$ cat src/pkg/timer_cmp_map.svh
// Purpose: Register offsets, field positions and reset values of the timer compare block
// Assumes: 8-bit register port, registers at their printed byte offsets
// Notes:   Definitions only
`ifndef TIMER_CMP_MAP_SVH
`define TIMER_CMP_MAP_SVH
// Register offsets
`define TSC_ADDR      8'h20
`define CNT_HI_ADDR   8'h22
`define CNT_LO_ADDR   8'h23
`define MOD_HI_ADDR   8'h24
`define MOD_LO_ADDR   8'h25
`define CH_BASE_ADDR  8'h26
`define CH_STRIDE     3
// Sub-register of a channel group
`define SEL_SC        2'h0
`define SEL_HI        2'h1
`define SEL_LO        2'h2
// Timer status/control fields
`define TSC_FLAG_BIT  7
`define TSC_IE_BIT    6
`define TSC_STOP_BIT  5
`define TSC_RST_BIT   4
// Channel status/control fields
`define CSC_FLAG_BIT  7
`define CSC_IE_BIT    6
`define CSC_MSHI_BIT  5
`define CSC_MSLO_BIT  4
`define CSC_ELHI_BIT  3
`define CSC_ELLO_BIT  2
`define CSC_TOV_BIT   1
`define CSC_MAX_BIT   0
`define CSC_ODD_MASK  7'h5f
// Reset values
`define TSC_STOP_RESET 1'b1
`define MOD_RESET      16'hffff
`define CSC_RESET      7'h00
// Prescaler code that selects the external clock pin
`define PS_EXT        3'h7
`endif

$ cat src/pkg/timer_cmp_pkg.sv
// Purpose: Types shared by the timer compare block
// Assumes: Nothing
// Notes:   Pin action codes follow the edge/level select field
package timer_cmp_pkg;
    typedef logic [15:0] word_t;
    typedef enum logic [1:0] {
        act_none   = 2'b00,
        act_toggle = 2'b01,
        act_clear  = 2'b10,
        act_set    = 2'b11
    } pin_action_t;
    typedef struct packed {
        logic       hit;
        logic [2:0] ch;
        logic [1:0] sel;
    } chan_dec_t;
endpackage

$ cat src/pkg/chan_if.sv
// Purpose: Carries timebase and configuration to one compare channel
// Assumes: One clock domain
// Notes:   ctl side is the timer core, chan side the channel
`timescale 1ns/1ns
interface chan_if;
    import timer_cmp_pkg::*;
    logic        tick;
    logic        ovf;
    word_t       cnt;
    word_t       cmp;
    logic        enable;
    pin_action_t act;
    logic        tov;
    logic        max;
    logic        match_evt;
    logic        pin_q;
    modport ctl  (output tick, ovf, cnt, cmp, enable, act, tov, max,
                  input match_evt, pin_q);
    modport chan (input tick, ovf, cnt, cmp, enable, act, tov, max,
                  output match_evt, pin_q);
endinterface

$ cat src/design/timer_compare_pwm.sv
// Purpose: Six-channel 16-bit timer compare and PWM block with register port
// Assumes: 8-bit register port, read data one cycle after the read strobe
// Notes:   Input capture is not built; mode 0:0 leaves a channel idle
// Notes on behaviour
// RQ1: Unbuffered compare value written over the active register acts at once.
// RQ2: Compare fires only on equality; a passed value is missed that period.
// RQ3: Software lowers an unbuffered value inside the channel compare interrupt.
// RQ4: Software raises an unbuffered value inside the overflow interrupt.
// RQ5: Channel event at end of compare pulse, overflow event at period end.
// RQ6: Pair 0/1 buffer bit links channels onto pin 0; channel 0 starts.
// RQ7: Write to inactive partner takes control at next overflow; last written wins.
// RQ8: Pair 2/3 buffer bit links channels onto pin 2; channel 2 starts.
// RQ9: Pair 4/5 buffer bit links channels onto pin 4; channel 4 starts.
// RQ10: Linked pair uses even control register; odd pin released.
// RQ11: Software writes only the inactive set; active writes act unbuffered.
// RQ12: Toggle-on-overflow flips the pin at modulo match; period is overflow spacing.
// RQ13: Compare clears pin for active-high pulse, sets it for active-low.
// RQ14: Modulo 255 undivided gives a period of 256 bus clocks.
// RQ15: Compare 128 in 8-bit period gives half duty, 256 steps.
// RQ16: Software shortens PWM width inside the channel compare interrupt.
// RQ17: Software lengthens PWM width inside the overflow interrupt.
// RQ18: Software should not pick toggle-on-compare for PWM.
// RQ19: Three-bit prescale picks seven divided bus rates or the external pin.
// RQ20: Overflow flag on wrap after modulo match; channel flag per compare; enables.
// RQ21: Mode 0:1 unbuffered, 1:0 buffered; edge code 1:0 clears, 1:1 sets.
// RQ22: No overflow toggle gives 0% duty; max-duty bit then gives 100%.
// RQ23: Match when counter equals active compare on a tick; action same cycle.
`timescale 1ns/1ns
`include "timer_cmp_map.svh"
module timer_compare_pwm
    import timer_cmp_pkg::*;
(
    input  wire logic       clk,
    input  wire logic       reset,
    input  wire logic [7:0] addr,
    input  wire logic [7:0] wdata,
    input  wire logic       wr_en,
    input  wire logic       rd_en,
    output logic      [7:0] rdata,
    input  wire logic       ext_clk_pin,
    output logic      [5:0] chan_pin_out,
    output logic      [5:0] chan_pin_oe_n,
    output logic            overflow_irq,
    output logic      [5:0] chan_irq
);
    // ********************************
    // Declarations
    // ********************************
    logic [5:0]  div_q, div_d;
    word_t       cnt_q, cnt_d;
    logic        ext_s1_q, ext_s2_q, ext_s3_q;
    logic        tick;
    logic        ovf_evt;
    logic        trst_wr;

    logic        ovf_flag_q, ovf_flag_d;
    logic        ovf_ie_q, ovf_ie_d;
    logic        stop_q, stop_d;
    logic [2:0]  ps_q, ps_d;
    word_t       mod_q, mod_d;
    word_t       cmp_q [6];
    word_t       cmp_d [6];
    logic [6:0]  csc_q [6];
    logic [6:0]  csc_d [6];
    logic [5:0]  chflag_q, chflag_d;
    logic [2:0]  active_sel_q, active_sel_d;
    logic [2:0]  last_wr_q, last_wr_d;

    logic [7:0]  rdata_d;
    logic        ovf_irq_d;
    logic [5:0]  chan_irq_d;
    logic [5:0]  oe_n_d;

    chan_dec_t   wdec, rdec;
    logic [2:0]  link_v;
    logic [5:0]  en_v;
    logic [5:0]  match_v;
    pin_action_t act_v [6];
    word_t       cmp_act [6];

    chan_if cif [6] ();

    // Finds which channel group and which byte an address selects
    function automatic chan_dec_t chan_decode(input logic [7:0] a);
        chan_dec_t r;
        r = '0;
        for (int i = 0; i < 6; i++) begin
            for (int s = 0; s < 3; s++) begin
                if (a == 8'(`CH_BASE_ADDR + `CH_STRIDE * i + s)) begin
                    r.hit = 1'b1;
                    r.ch  = 3'(i);
                    r.sel = 2'(s);
                end
            end
        end
        return r;
    endfunction

    // Divide-by-2^ps enable from the free-running divider
    function automatic logic prescale_tick(input logic [2:0] ps, input logic [5:0] div);
        logic [5:0] m;
        m = 6'((7'h01 << ps) - 7'h01);
        return (div & m) == m;
    endfunction

    assign wdec    = chan_decode(addr);
    assign rdec    = chan_decode(addr);
    assign trst_wr = wr_en && (addr == `TSC_ADDR) && wdata[`TSC_RST_BIT];

    // ********************************
    // Timebase: prescaler and counter
    // ********************************
    // Tick, overflow and next counter value
    always_comb begin
        if (ps_q == `PS_EXT) tick = ext_s2_q & ~ext_s3_q; // RQ19
        else tick = prescale_tick(ps_q, div_q); // RQ19 RQ14
        tick    = tick & ~stop_q;
        ovf_evt = tick && (cnt_q == mod_q); // RQ20
        div_d   = div_q + 6'h01;
        cnt_d   = cnt_q;
        if (tick) cnt_d = ovf_evt ? 16'h0000 : cnt_q + 16'h0001; // RQ14
        // Counter reset also restarts the divider so the first period is whole
        if (trst_wr) begin
            div_d = 6'h00;
            cnt_d = 16'h0000;
        end
    end

    // Timebase registers; pin edge is read only after two stages
    always_ff @(posedge clk or posedge reset) begin
        if (reset) begin
            div_q    <= 6'h00;
            cnt_q    <= 16'h0000;
            ext_s1_q <= 1'b0;
            ext_s2_q <= 1'b0;
            ext_s3_q <= 1'b0;
        end else begin
            div_q    <= div_d;
            cnt_q    <= cnt_d;
            ext_s1_q <= ext_clk_pin;
            ext_s2_q <= ext_s1_q;
            ext_s3_q <= ext_s2_q;
        end
    end

    // ********************************
    // Register file, flags and pair handover
    // ********************************
    // Writes first, then hardware sets, so a set beats a same-cycle clear
    always_comb begin
        ovf_flag_d   = ovf_flag_q;
        ovf_ie_d     = ovf_ie_q;
        stop_d       = stop_q;
        ps_d         = ps_q;
        mod_d        = mod_q;
        cmp_d        = cmp_q;
        csc_d        = csc_q;
        chflag_d     = chflag_q;
        last_wr_d    = last_wr_q;
        active_sel_d = active_sel_q;
        if (wr_en && addr == `TSC_ADDR) begin
            if (!wdata[`TSC_FLAG_BIT]) ovf_flag_d = 1'b0;
            ovf_ie_d = wdata[`TSC_IE_BIT];
            stop_d   = wdata[`TSC_STOP_BIT];
            ps_d     = wdata[2:0];
        end
        if (wr_en && addr == `MOD_HI_ADDR) mod_d[15:8] = wdata;
        if (wr_en && addr == `MOD_LO_ADDR) mod_d[7:0] = wdata;
        if (wr_en && wdec.hit) begin
            unique case (wdec.sel)
                `SEL_SC: begin
                    csc_d[wdec.ch] = wdec.ch[0] ? (wdata[6:0] & `CSC_ODD_MASK)
                                                : wdata[6:0];
                    if (!wdata[`CSC_FLAG_BIT]) chflag_d[wdec.ch] = 1'b0;
                end
                `SEL_HI: cmp_d[wdec.ch][15:8] = wdata; // RQ1
                default: cmp_d[wdec.ch][7:0] = wdata; // RQ1
            endcase
            // Remember which set of the pair was written last
            if (wdec.sel != `SEL_SC) last_wr_d[wdec.ch[2:1]] = wdec.ch[0]; // RQ7
        end
        if (ovf_evt) ovf_flag_d = 1'b1; // RQ5 RQ20
        chflag_d = chflag_d | match_v; // RQ5 RQ20
        for (int p = 0; p < 3; p++) begin
            if (ovf_evt) active_sel_d[p] = last_wr_d[p]; // RQ7
            // Unlinked pairs fall back to the even set
            if (!link_v[p]) begin
                active_sel_d[p] = 1'b0; // RQ6 RQ8 RQ9
                last_wr_d[p]    = 1'b0;
            end
        end
    end

    // Register file flip-flops
    always_ff @(posedge clk or posedge reset) begin
        if (reset) begin
            ovf_flag_q   <= 1'b0;
            ovf_ie_q     <= 1'b0;
            stop_q       <= `TSC_STOP_RESET;
            ps_q         <= 3'h0;
            mod_q        <= `MOD_RESET;
            chflag_q     <= 6'h00;
            active_sel_q <= 3'h0;
            last_wr_q    <= 3'h0;
            for (int i = 0; i < 6; i++) begin
                cmp_q[i] <= 16'h0000;
                csc_q[i] <= `CSC_RESET;
            end
        end else begin
            ovf_flag_q   <= ovf_flag_d;
            ovf_ie_q     <= ovf_ie_d;
            stop_q       <= stop_d;
            ps_q         <= ps_d;
            mod_q        <= mod_d;
            chflag_q     <= chflag_d;
            active_sel_q <= active_sel_d;
            last_wr_q    <= last_wr_d;
            cmp_q        <= cmp_d;
            csc_q        <= csc_d;
        end
    end

    // ********************************
    // Channels
    // ********************************
    for (genvar p = 0; p < 3; p++) begin : g_pair
        assign link_v[p] = csc_q[2*p][`CSC_MSHI_BIT]; // RQ6 RQ8 RQ9 RQ21
    end

    for (genvar i = 0; i < 6; i++) begin : g_chan
        if (i % 2 == 0) begin : g_even
            // Active set of a pair; writing it acts like unbuffered compare
            assign cmp_act[i] = (link_v[i/2] && active_sel_q[i/2]) ? cmp_q[i+1]
                                                                    : cmp_q[i]; // RQ7 RQ11
            assign en_v[i] = csc_q[i][`CSC_MSHI_BIT] | csc_q[i][`CSC_MSLO_BIT]; // RQ21
        end else begin : g_odd
            assign cmp_act[i] = cmp_q[i];
            // Odd half of a linked pair goes quiet and frees its pin
            assign en_v[i] = csc_q[i][`CSC_MSLO_BIT] & ~link_v[i/2]; // RQ10
        end
        // Channels see the count being loaded, so a pin edge lands as the counter reaches it
        assign act_v[i]       = pin_action_t'(csc_q[i][`CSC_ELHI_BIT:`CSC_ELLO_BIT]); // RQ21
        assign cif[i].tick    = tick;
        assign cif[i].ovf     = ovf_evt;
        assign cif[i].cnt     = cnt_d; // RQ15 RQ23
        assign cif[i].cmp     = cmp_act[i]; // RQ15 RQ23
        assign cif[i].enable  = en_v[i];
        assign cif[i].act     = act_v[i];
        assign cif[i].tov     = csc_q[i][`CSC_TOV_BIT];
        assign cif[i].max     = csc_q[i][`CSC_MAX_BIT];
        assign match_v[i]     = cif[i].match_evt;
        assign chan_pin_out[i] = cif[i].pin_q;

        compare_channel u_chan (
            .clk   (clk),
            .reset (reset),
            .ch    (cif[i])
        );
    end

    // ********************************
    // Read data, requests and pin enables
    // ********************************
    // Read data shows only in the cycle after the strobe
    always_comb begin
        rdata_d = 8'h00;
        if (rd_en) begin
            if (addr == `TSC_ADDR) rdata_d = {ovf_flag_q, ovf_ie_q, stop_q, 2'b00, ps_q};
            else if (addr == `CNT_HI_ADDR) rdata_d = cnt_q[15:8];
            else if (addr == `CNT_LO_ADDR) rdata_d = cnt_q[7:0];
            else if (addr == `MOD_HI_ADDR) rdata_d = mod_q[15:8];
            else if (addr == `MOD_LO_ADDR) rdata_d = mod_q[7:0];
            else if (rdec.hit) begin
                unique case (rdec.sel)
                    `SEL_SC: rdata_d = {chflag_q[rdec.ch], csc_q[rdec.ch]};
                    `SEL_HI: rdata_d = cmp_q[rdec.ch][15:8];
                    default: rdata_d = cmp_q[rdec.ch][7:0];
                endcase
            end
        end
        ovf_irq_d = ovf_flag_d & ovf_ie_d; // RQ20
        for (int i = 0; i < 6; i++) begin
            chan_irq_d[i] = chflag_d[i] & csc_d[i][`CSC_IE_BIT]; // RQ20
            oe_n_d[i]     = ~(en_v[i] && act_v[i] != act_none); // RQ10
        end
    end

    // Output flip-flops
    always_ff @(posedge clk or posedge reset) begin
        if (reset) begin
            rdata         <= 8'h00;
            overflow_irq  <= 1'b0;
            chan_irq      <= 6'h00;
            chan_pin_oe_n <= 6'h3f;
        end else begin
            rdata         <= rdata_d;
            overflow_irq  <= ovf_irq_d;
            chan_irq      <= chan_irq_d;
            chan_pin_oe_n <= oe_n_d;
        end
    end

    for (genvar p = 0; p < 3; p++) begin : g_pair_chk

    end
    for (genvar i = 0; i < 6; i++) begin : g_flag_chk

    end
endmodule

$ cat src/design/compare_channel.sv
// Purpose: One output compare channel: equality match and pin action
// Assumes: tick is a one-cycle timer clock enable
// Notes:   Compare action is applied after the overflow toggle
`timescale 1ns/1ns
module compare_channel
    import timer_cmp_pkg::*;
(
    input  wire logic clk,
    input  wire logic reset,
    chan_if.chan      ch
);
    logic pin_d;
    logic pin_r;

    // ********************************
    // Match and pin action
    // ********************************
    // Equality only: a value passed over is simply missed
    assign ch.match_evt = ch.tick && ch.enable && (ch.cnt == ch.cmp); // RQ2 RQ23

    // Next pin level
    always_comb begin
        pin_d = pin_r;
        if (ch.enable) begin
            if (ch.max && !ch.tov) begin
                // Hold the pulse level for full duty
                if (ch.act == act_clear) pin_d = 1'b1; // RQ22
                else if (ch.act == act_set) pin_d = 1'b0; // RQ22
            end else begin
                if (ch.ovf && ch.tov) pin_d = ~pin_r; // RQ12
                if (ch.match_evt) begin
                    unique case (ch.act)
                        act_toggle: pin_d = ~pin_d;
                        act_clear:  pin_d = 1'b0; // RQ13
                        act_set:    pin_d = 1'b1; // RQ13
                        act_none:   pin_d = pin_d;
                    endcase
                end
            end
        end
    end

    // Pin register
    always_ff @(posedge clk or posedge reset) begin
        if (reset) pin_r <= 1'b0;
        else pin_r <= pin_d;
    end
    assign ch.pin_q = pin_r;
endmodule

$ cat config.mk
export PLATFORM = sky130hd
export DESIGN_NAME = timer_compare_pwm
export DESIGN_NICKNAME = d
export VERILOG_FILES = /design/src/pkg/timer_cmp_pkg.sv /design/src/pkg/chan_if.sv /design/src/design/timer_compare_pwm.sv /design/src/design/compare_channel.sv
export VERILOG_INCLUDE_DIRS = /design/src /design/src/pkg
export SDC_FILE = /design/constraint.sdc
export NUM_CORES = 1
export LEC_CHECK = 0
export ABC_AREA = 1
export ABC_CLOCK_PERIOD_IN_PS = 10400
export BUFFER_PORTS_ARGS = -buffer_cell sky130_fd_sc_hd__clkbuf_2
export CAP_MARGIN = 20
export CORE_MARGIN = 2
export CORE_UTILIZATION = 31
export CTS_BUF_LIST = sky130_fd_sc_hd__clkbuf_4 sky130_fd_sc_hd__clkbuf_8 sky130_fd_sc_hd__clkbuf_16
export DETAILED_ROUTE_END_ITERATION = 12
export GPL_ROUTABILITY_DRIVEN = 0
export SLEW_MARGIN = 20
export SYNTH_ARGS = -nofsm -noshare
export SYNTH_HDL_FRONTEND = slang
export SYNTH_SLANG_ARGS = --single-unit
$ cat constraint.sdc
create_clock -name clk -period 10.4 [get_ports clk]
set_input_delay 0.52 -clock clk [delete_from_list [all_inputs] [get_ports clk]]
set_output_delay 0.52 -clock clk [all_outputs]
set_load 0.05 [all_outputs]
==> summary.txt <==
Crit path max-delay family - simple AND/OR/NAND/NOR gates
Post-synth EDFFs - 0
Vias in the first global route - 13390
Post-Syn Area per Cell - 6.824 um2
Routed vias - 14240
Setup Skew - 24.23 ps
Reg2Reg Launch Point - ps_q[1]
Period utilization - 39.58%
Antenna-violating nets left - 0
Clock sinks - 224
Initial drt markers - 1360
Nets - 2131
Seq cells post-synth - 224
Pin count of the biggest net entering global routing - 93
Cts hold-fix bufs - 0
First-pass GRT wire length - 78610 um
TritonCTS buffer count - 27
Critical path cell sequence - clkbuf_2 -> inv_1 -> nand2_1 -> nor2_2 -> nand2_1 -> inv_1 -> nor2_2 -> inv_1 -> nor3_1 -> inv_1 -> nor3_2 -> nand2_1 -> nand2_1 -> o21ai_0
Via density - 5.220
Peak Freq - 242.9 MHz
RSZ-0062 raised after global routing - false
Die W - 219.0 um
Core Area - 45480 um2
1st-pass router iterations - 5
Worst-path fanout max - 22
Cell leakage power - 8.185 nW
I/O Buffers - 47
Top-count cell post-synth - nand2_1
DRC viols - 0
Share of cells above drive strength 1 - 10.95%
Worst-margin pin slew - 1184 ps
Min Tclk post-route - 4116 ps
Area contributors post-synth - dfrtp_1 35%, nand2_1 18%, o21ai_0 7.5%
CTS Root Buffer Type - clkbuf_16
PD cells - 186.0 nW/um2
Initial antenna violation count - 1
Die area - 47940 um2
Cell taking the most area after synthesis - dfrtp_1
Synth Cell Area - 14320 um2
Setup violators final - 0
Flop2flop setup slack - 6290 ps
Overflow after GRT - 0
ANT cells - 0
Post-CTS setup buffer count - 0
Final HPWL DP - 35560 um
Count of warnings emitted by yosys - 0
CTS resizes - 0
Cell count of the worst reg-to-reg path - 22
Largest stage delay, worst path - 900 ps
Die Span Y - 219.0 um
Startpoint Class - input port
Max-cap violation count - 0
Setup TNS - 0 ps
CTS tree - built
Io pins - 48
Reg2Reg Capture Point - g_chan[5].u_chan.ch.pin_q
Core Util, Final - 35.19%
Wirelength per Cell - 18.50 um
Clk slew on worst S/H paths - 60 ps
Worst VDD drop - 0.0001265 V
Total Wirelength - 50480 um
Row count - 78
Critical setup path kind - in2reg
Sequential area share after synthesis - 39.33%
Slew Limit Fails - 0
Required @ worst endpoint - 10810 ps
Synthesized Nets - 2123
Commonest cells in the netlist - 689 x nand2_1, 279 x inv_1, 215 x o21ai_0
Ys flop type - dfrtp_1
Gr usage total - 21.13%
Clock latency on the worst-skew pair - 570 ps
Slowest cell on the critical path - nor2_2
Status - complete, no violations
Max-slew headroom - 20.97%
CP Capture Type - register
Clock Path Buffers - 3
Synth unique cells - 47
Buf+Inv Stages, Crit Path - 5
Top cell type's share of synthesized area - 35.12%
Post-synthesis async set-or-reset flop share - 100.0%
Mapped Cells - 2099
Fin. Hold Viols - 0
Area grow syn2layout - 11.72%
Htree depth - 1
Min-Delay Path Class - in2async
Crit path arrival time - 4520 ps
Initial core utilization - 31.50%
through the flow:
stage	cells	setup slack (ps)	cell area (um2)	power (mW)	hold slack, ps
2_1_floorplan	2099	3784	14320	1.736	331.2
3_3_place_gp	2674	5938	15000	1.960	347.7
3_5_place_dp	2677	5778	15040	1.981	345.1
4_1_cts	2727	6343	15970	2.973	67.51
5_1_grt	2728	5880	16000	3.144	82.95
6_report	2728	6284	16000	2.977	78.22
worst max-delay path by stage:
stage	start	to	slack, ps	cells past startpoint
floorplan	reset	act_v[0]	3780	1
global placement	addr[3]	rdata[3]	5940	16
detailed placement	addr[3]	cmp_q[84]	5780	14
CTS	ps_q[1]	g_chan[3].u_chan.ch.pin_q	6340	21
global route	ps_q[1]	g_chan[5].u_chan.ch.pin_q	5880	22
finish	addr[3]	cmp_q[80]	6280	14
where the power goes:
group          total, mW  internal (mW)  switching, mW  leakage, nW
clock              0.991          0.586          0.405        0.466
sequential          1.04          0.941          0.101         2.90
combinational      0.944          0.316          0.627         4.82
state kept, by name, indices dropped and copies added (netlist names), 6 cells and up:
signal	flops
act_v	12
cif.cmp	48
rdata	8
chan_pin_oe_n	6
cif.max	6
div_q	6
cif.tov	6
csc_q	18
chflag_q	6
chan_irq	6
mod_q	16
g_chan.u_chan.ch.pin_q	6
cnt_q	16
cmp_q	48
layout make-up:
class | count | area, um2
clock buffer | 33 | 745.7
clock inverter | 17 | 183.9
fill | 4844 | 29480
inverter | 298 | 1126
multi-input combinational | 1492 | 7164
sequential | 224 | 5634
tap | 600 | 750.7
timing repair buffer | 64 | 397.9
cell families after synthesis:
family	synth area share, %
and+or+nand+nor	33.25
muxes	0.06988
xor gates and xnor gates	1.651
adders and majority gates	0.2621
buffers and inverters	10.77
AOI/OAI and AO/OA	14.66
DFF	39.33
cell usage in the layout, fill, tap and decap left out, drive strengths merged, types with 7 or more instances in the layout:
master	Yosys	layout
dfrtp	201	201
nor3	12	12
o211ai	17	17
o21ai	247	247
nand3b	11	11
nand4	83	83
inv	297	296
o21bai	7	7
o221ai	9	9
xnor2	13	13
nand2	711	711
dfstp	23	23
o22ai	8	8
clkbuf	45	80
buf	40	17
nor2	161	161
nand3	102	102
clkinv	1	14
a21oi	50	50
xor2	14	14
a22oi	21	21
routing by layer:
| layer | track usage, % | routed length (um) | up-vias | share of wire (%) |
|---|---|---|---|---|
| met5 | 0 | 0 | - | 0 |
| met4 | 9.437 | 2261 | 0 | 4.5 |
| met3 | 2.800 | 4007 | 114 | 7.9 |
| met2 | 33.66 | 22730 | 635 | 45 |
| met1 | 28.60 | 21480 | 6728 | 43 |
| li1 | - | - | 6762 | - |
No activity file was read; power rests on OpenSTA's default activity.
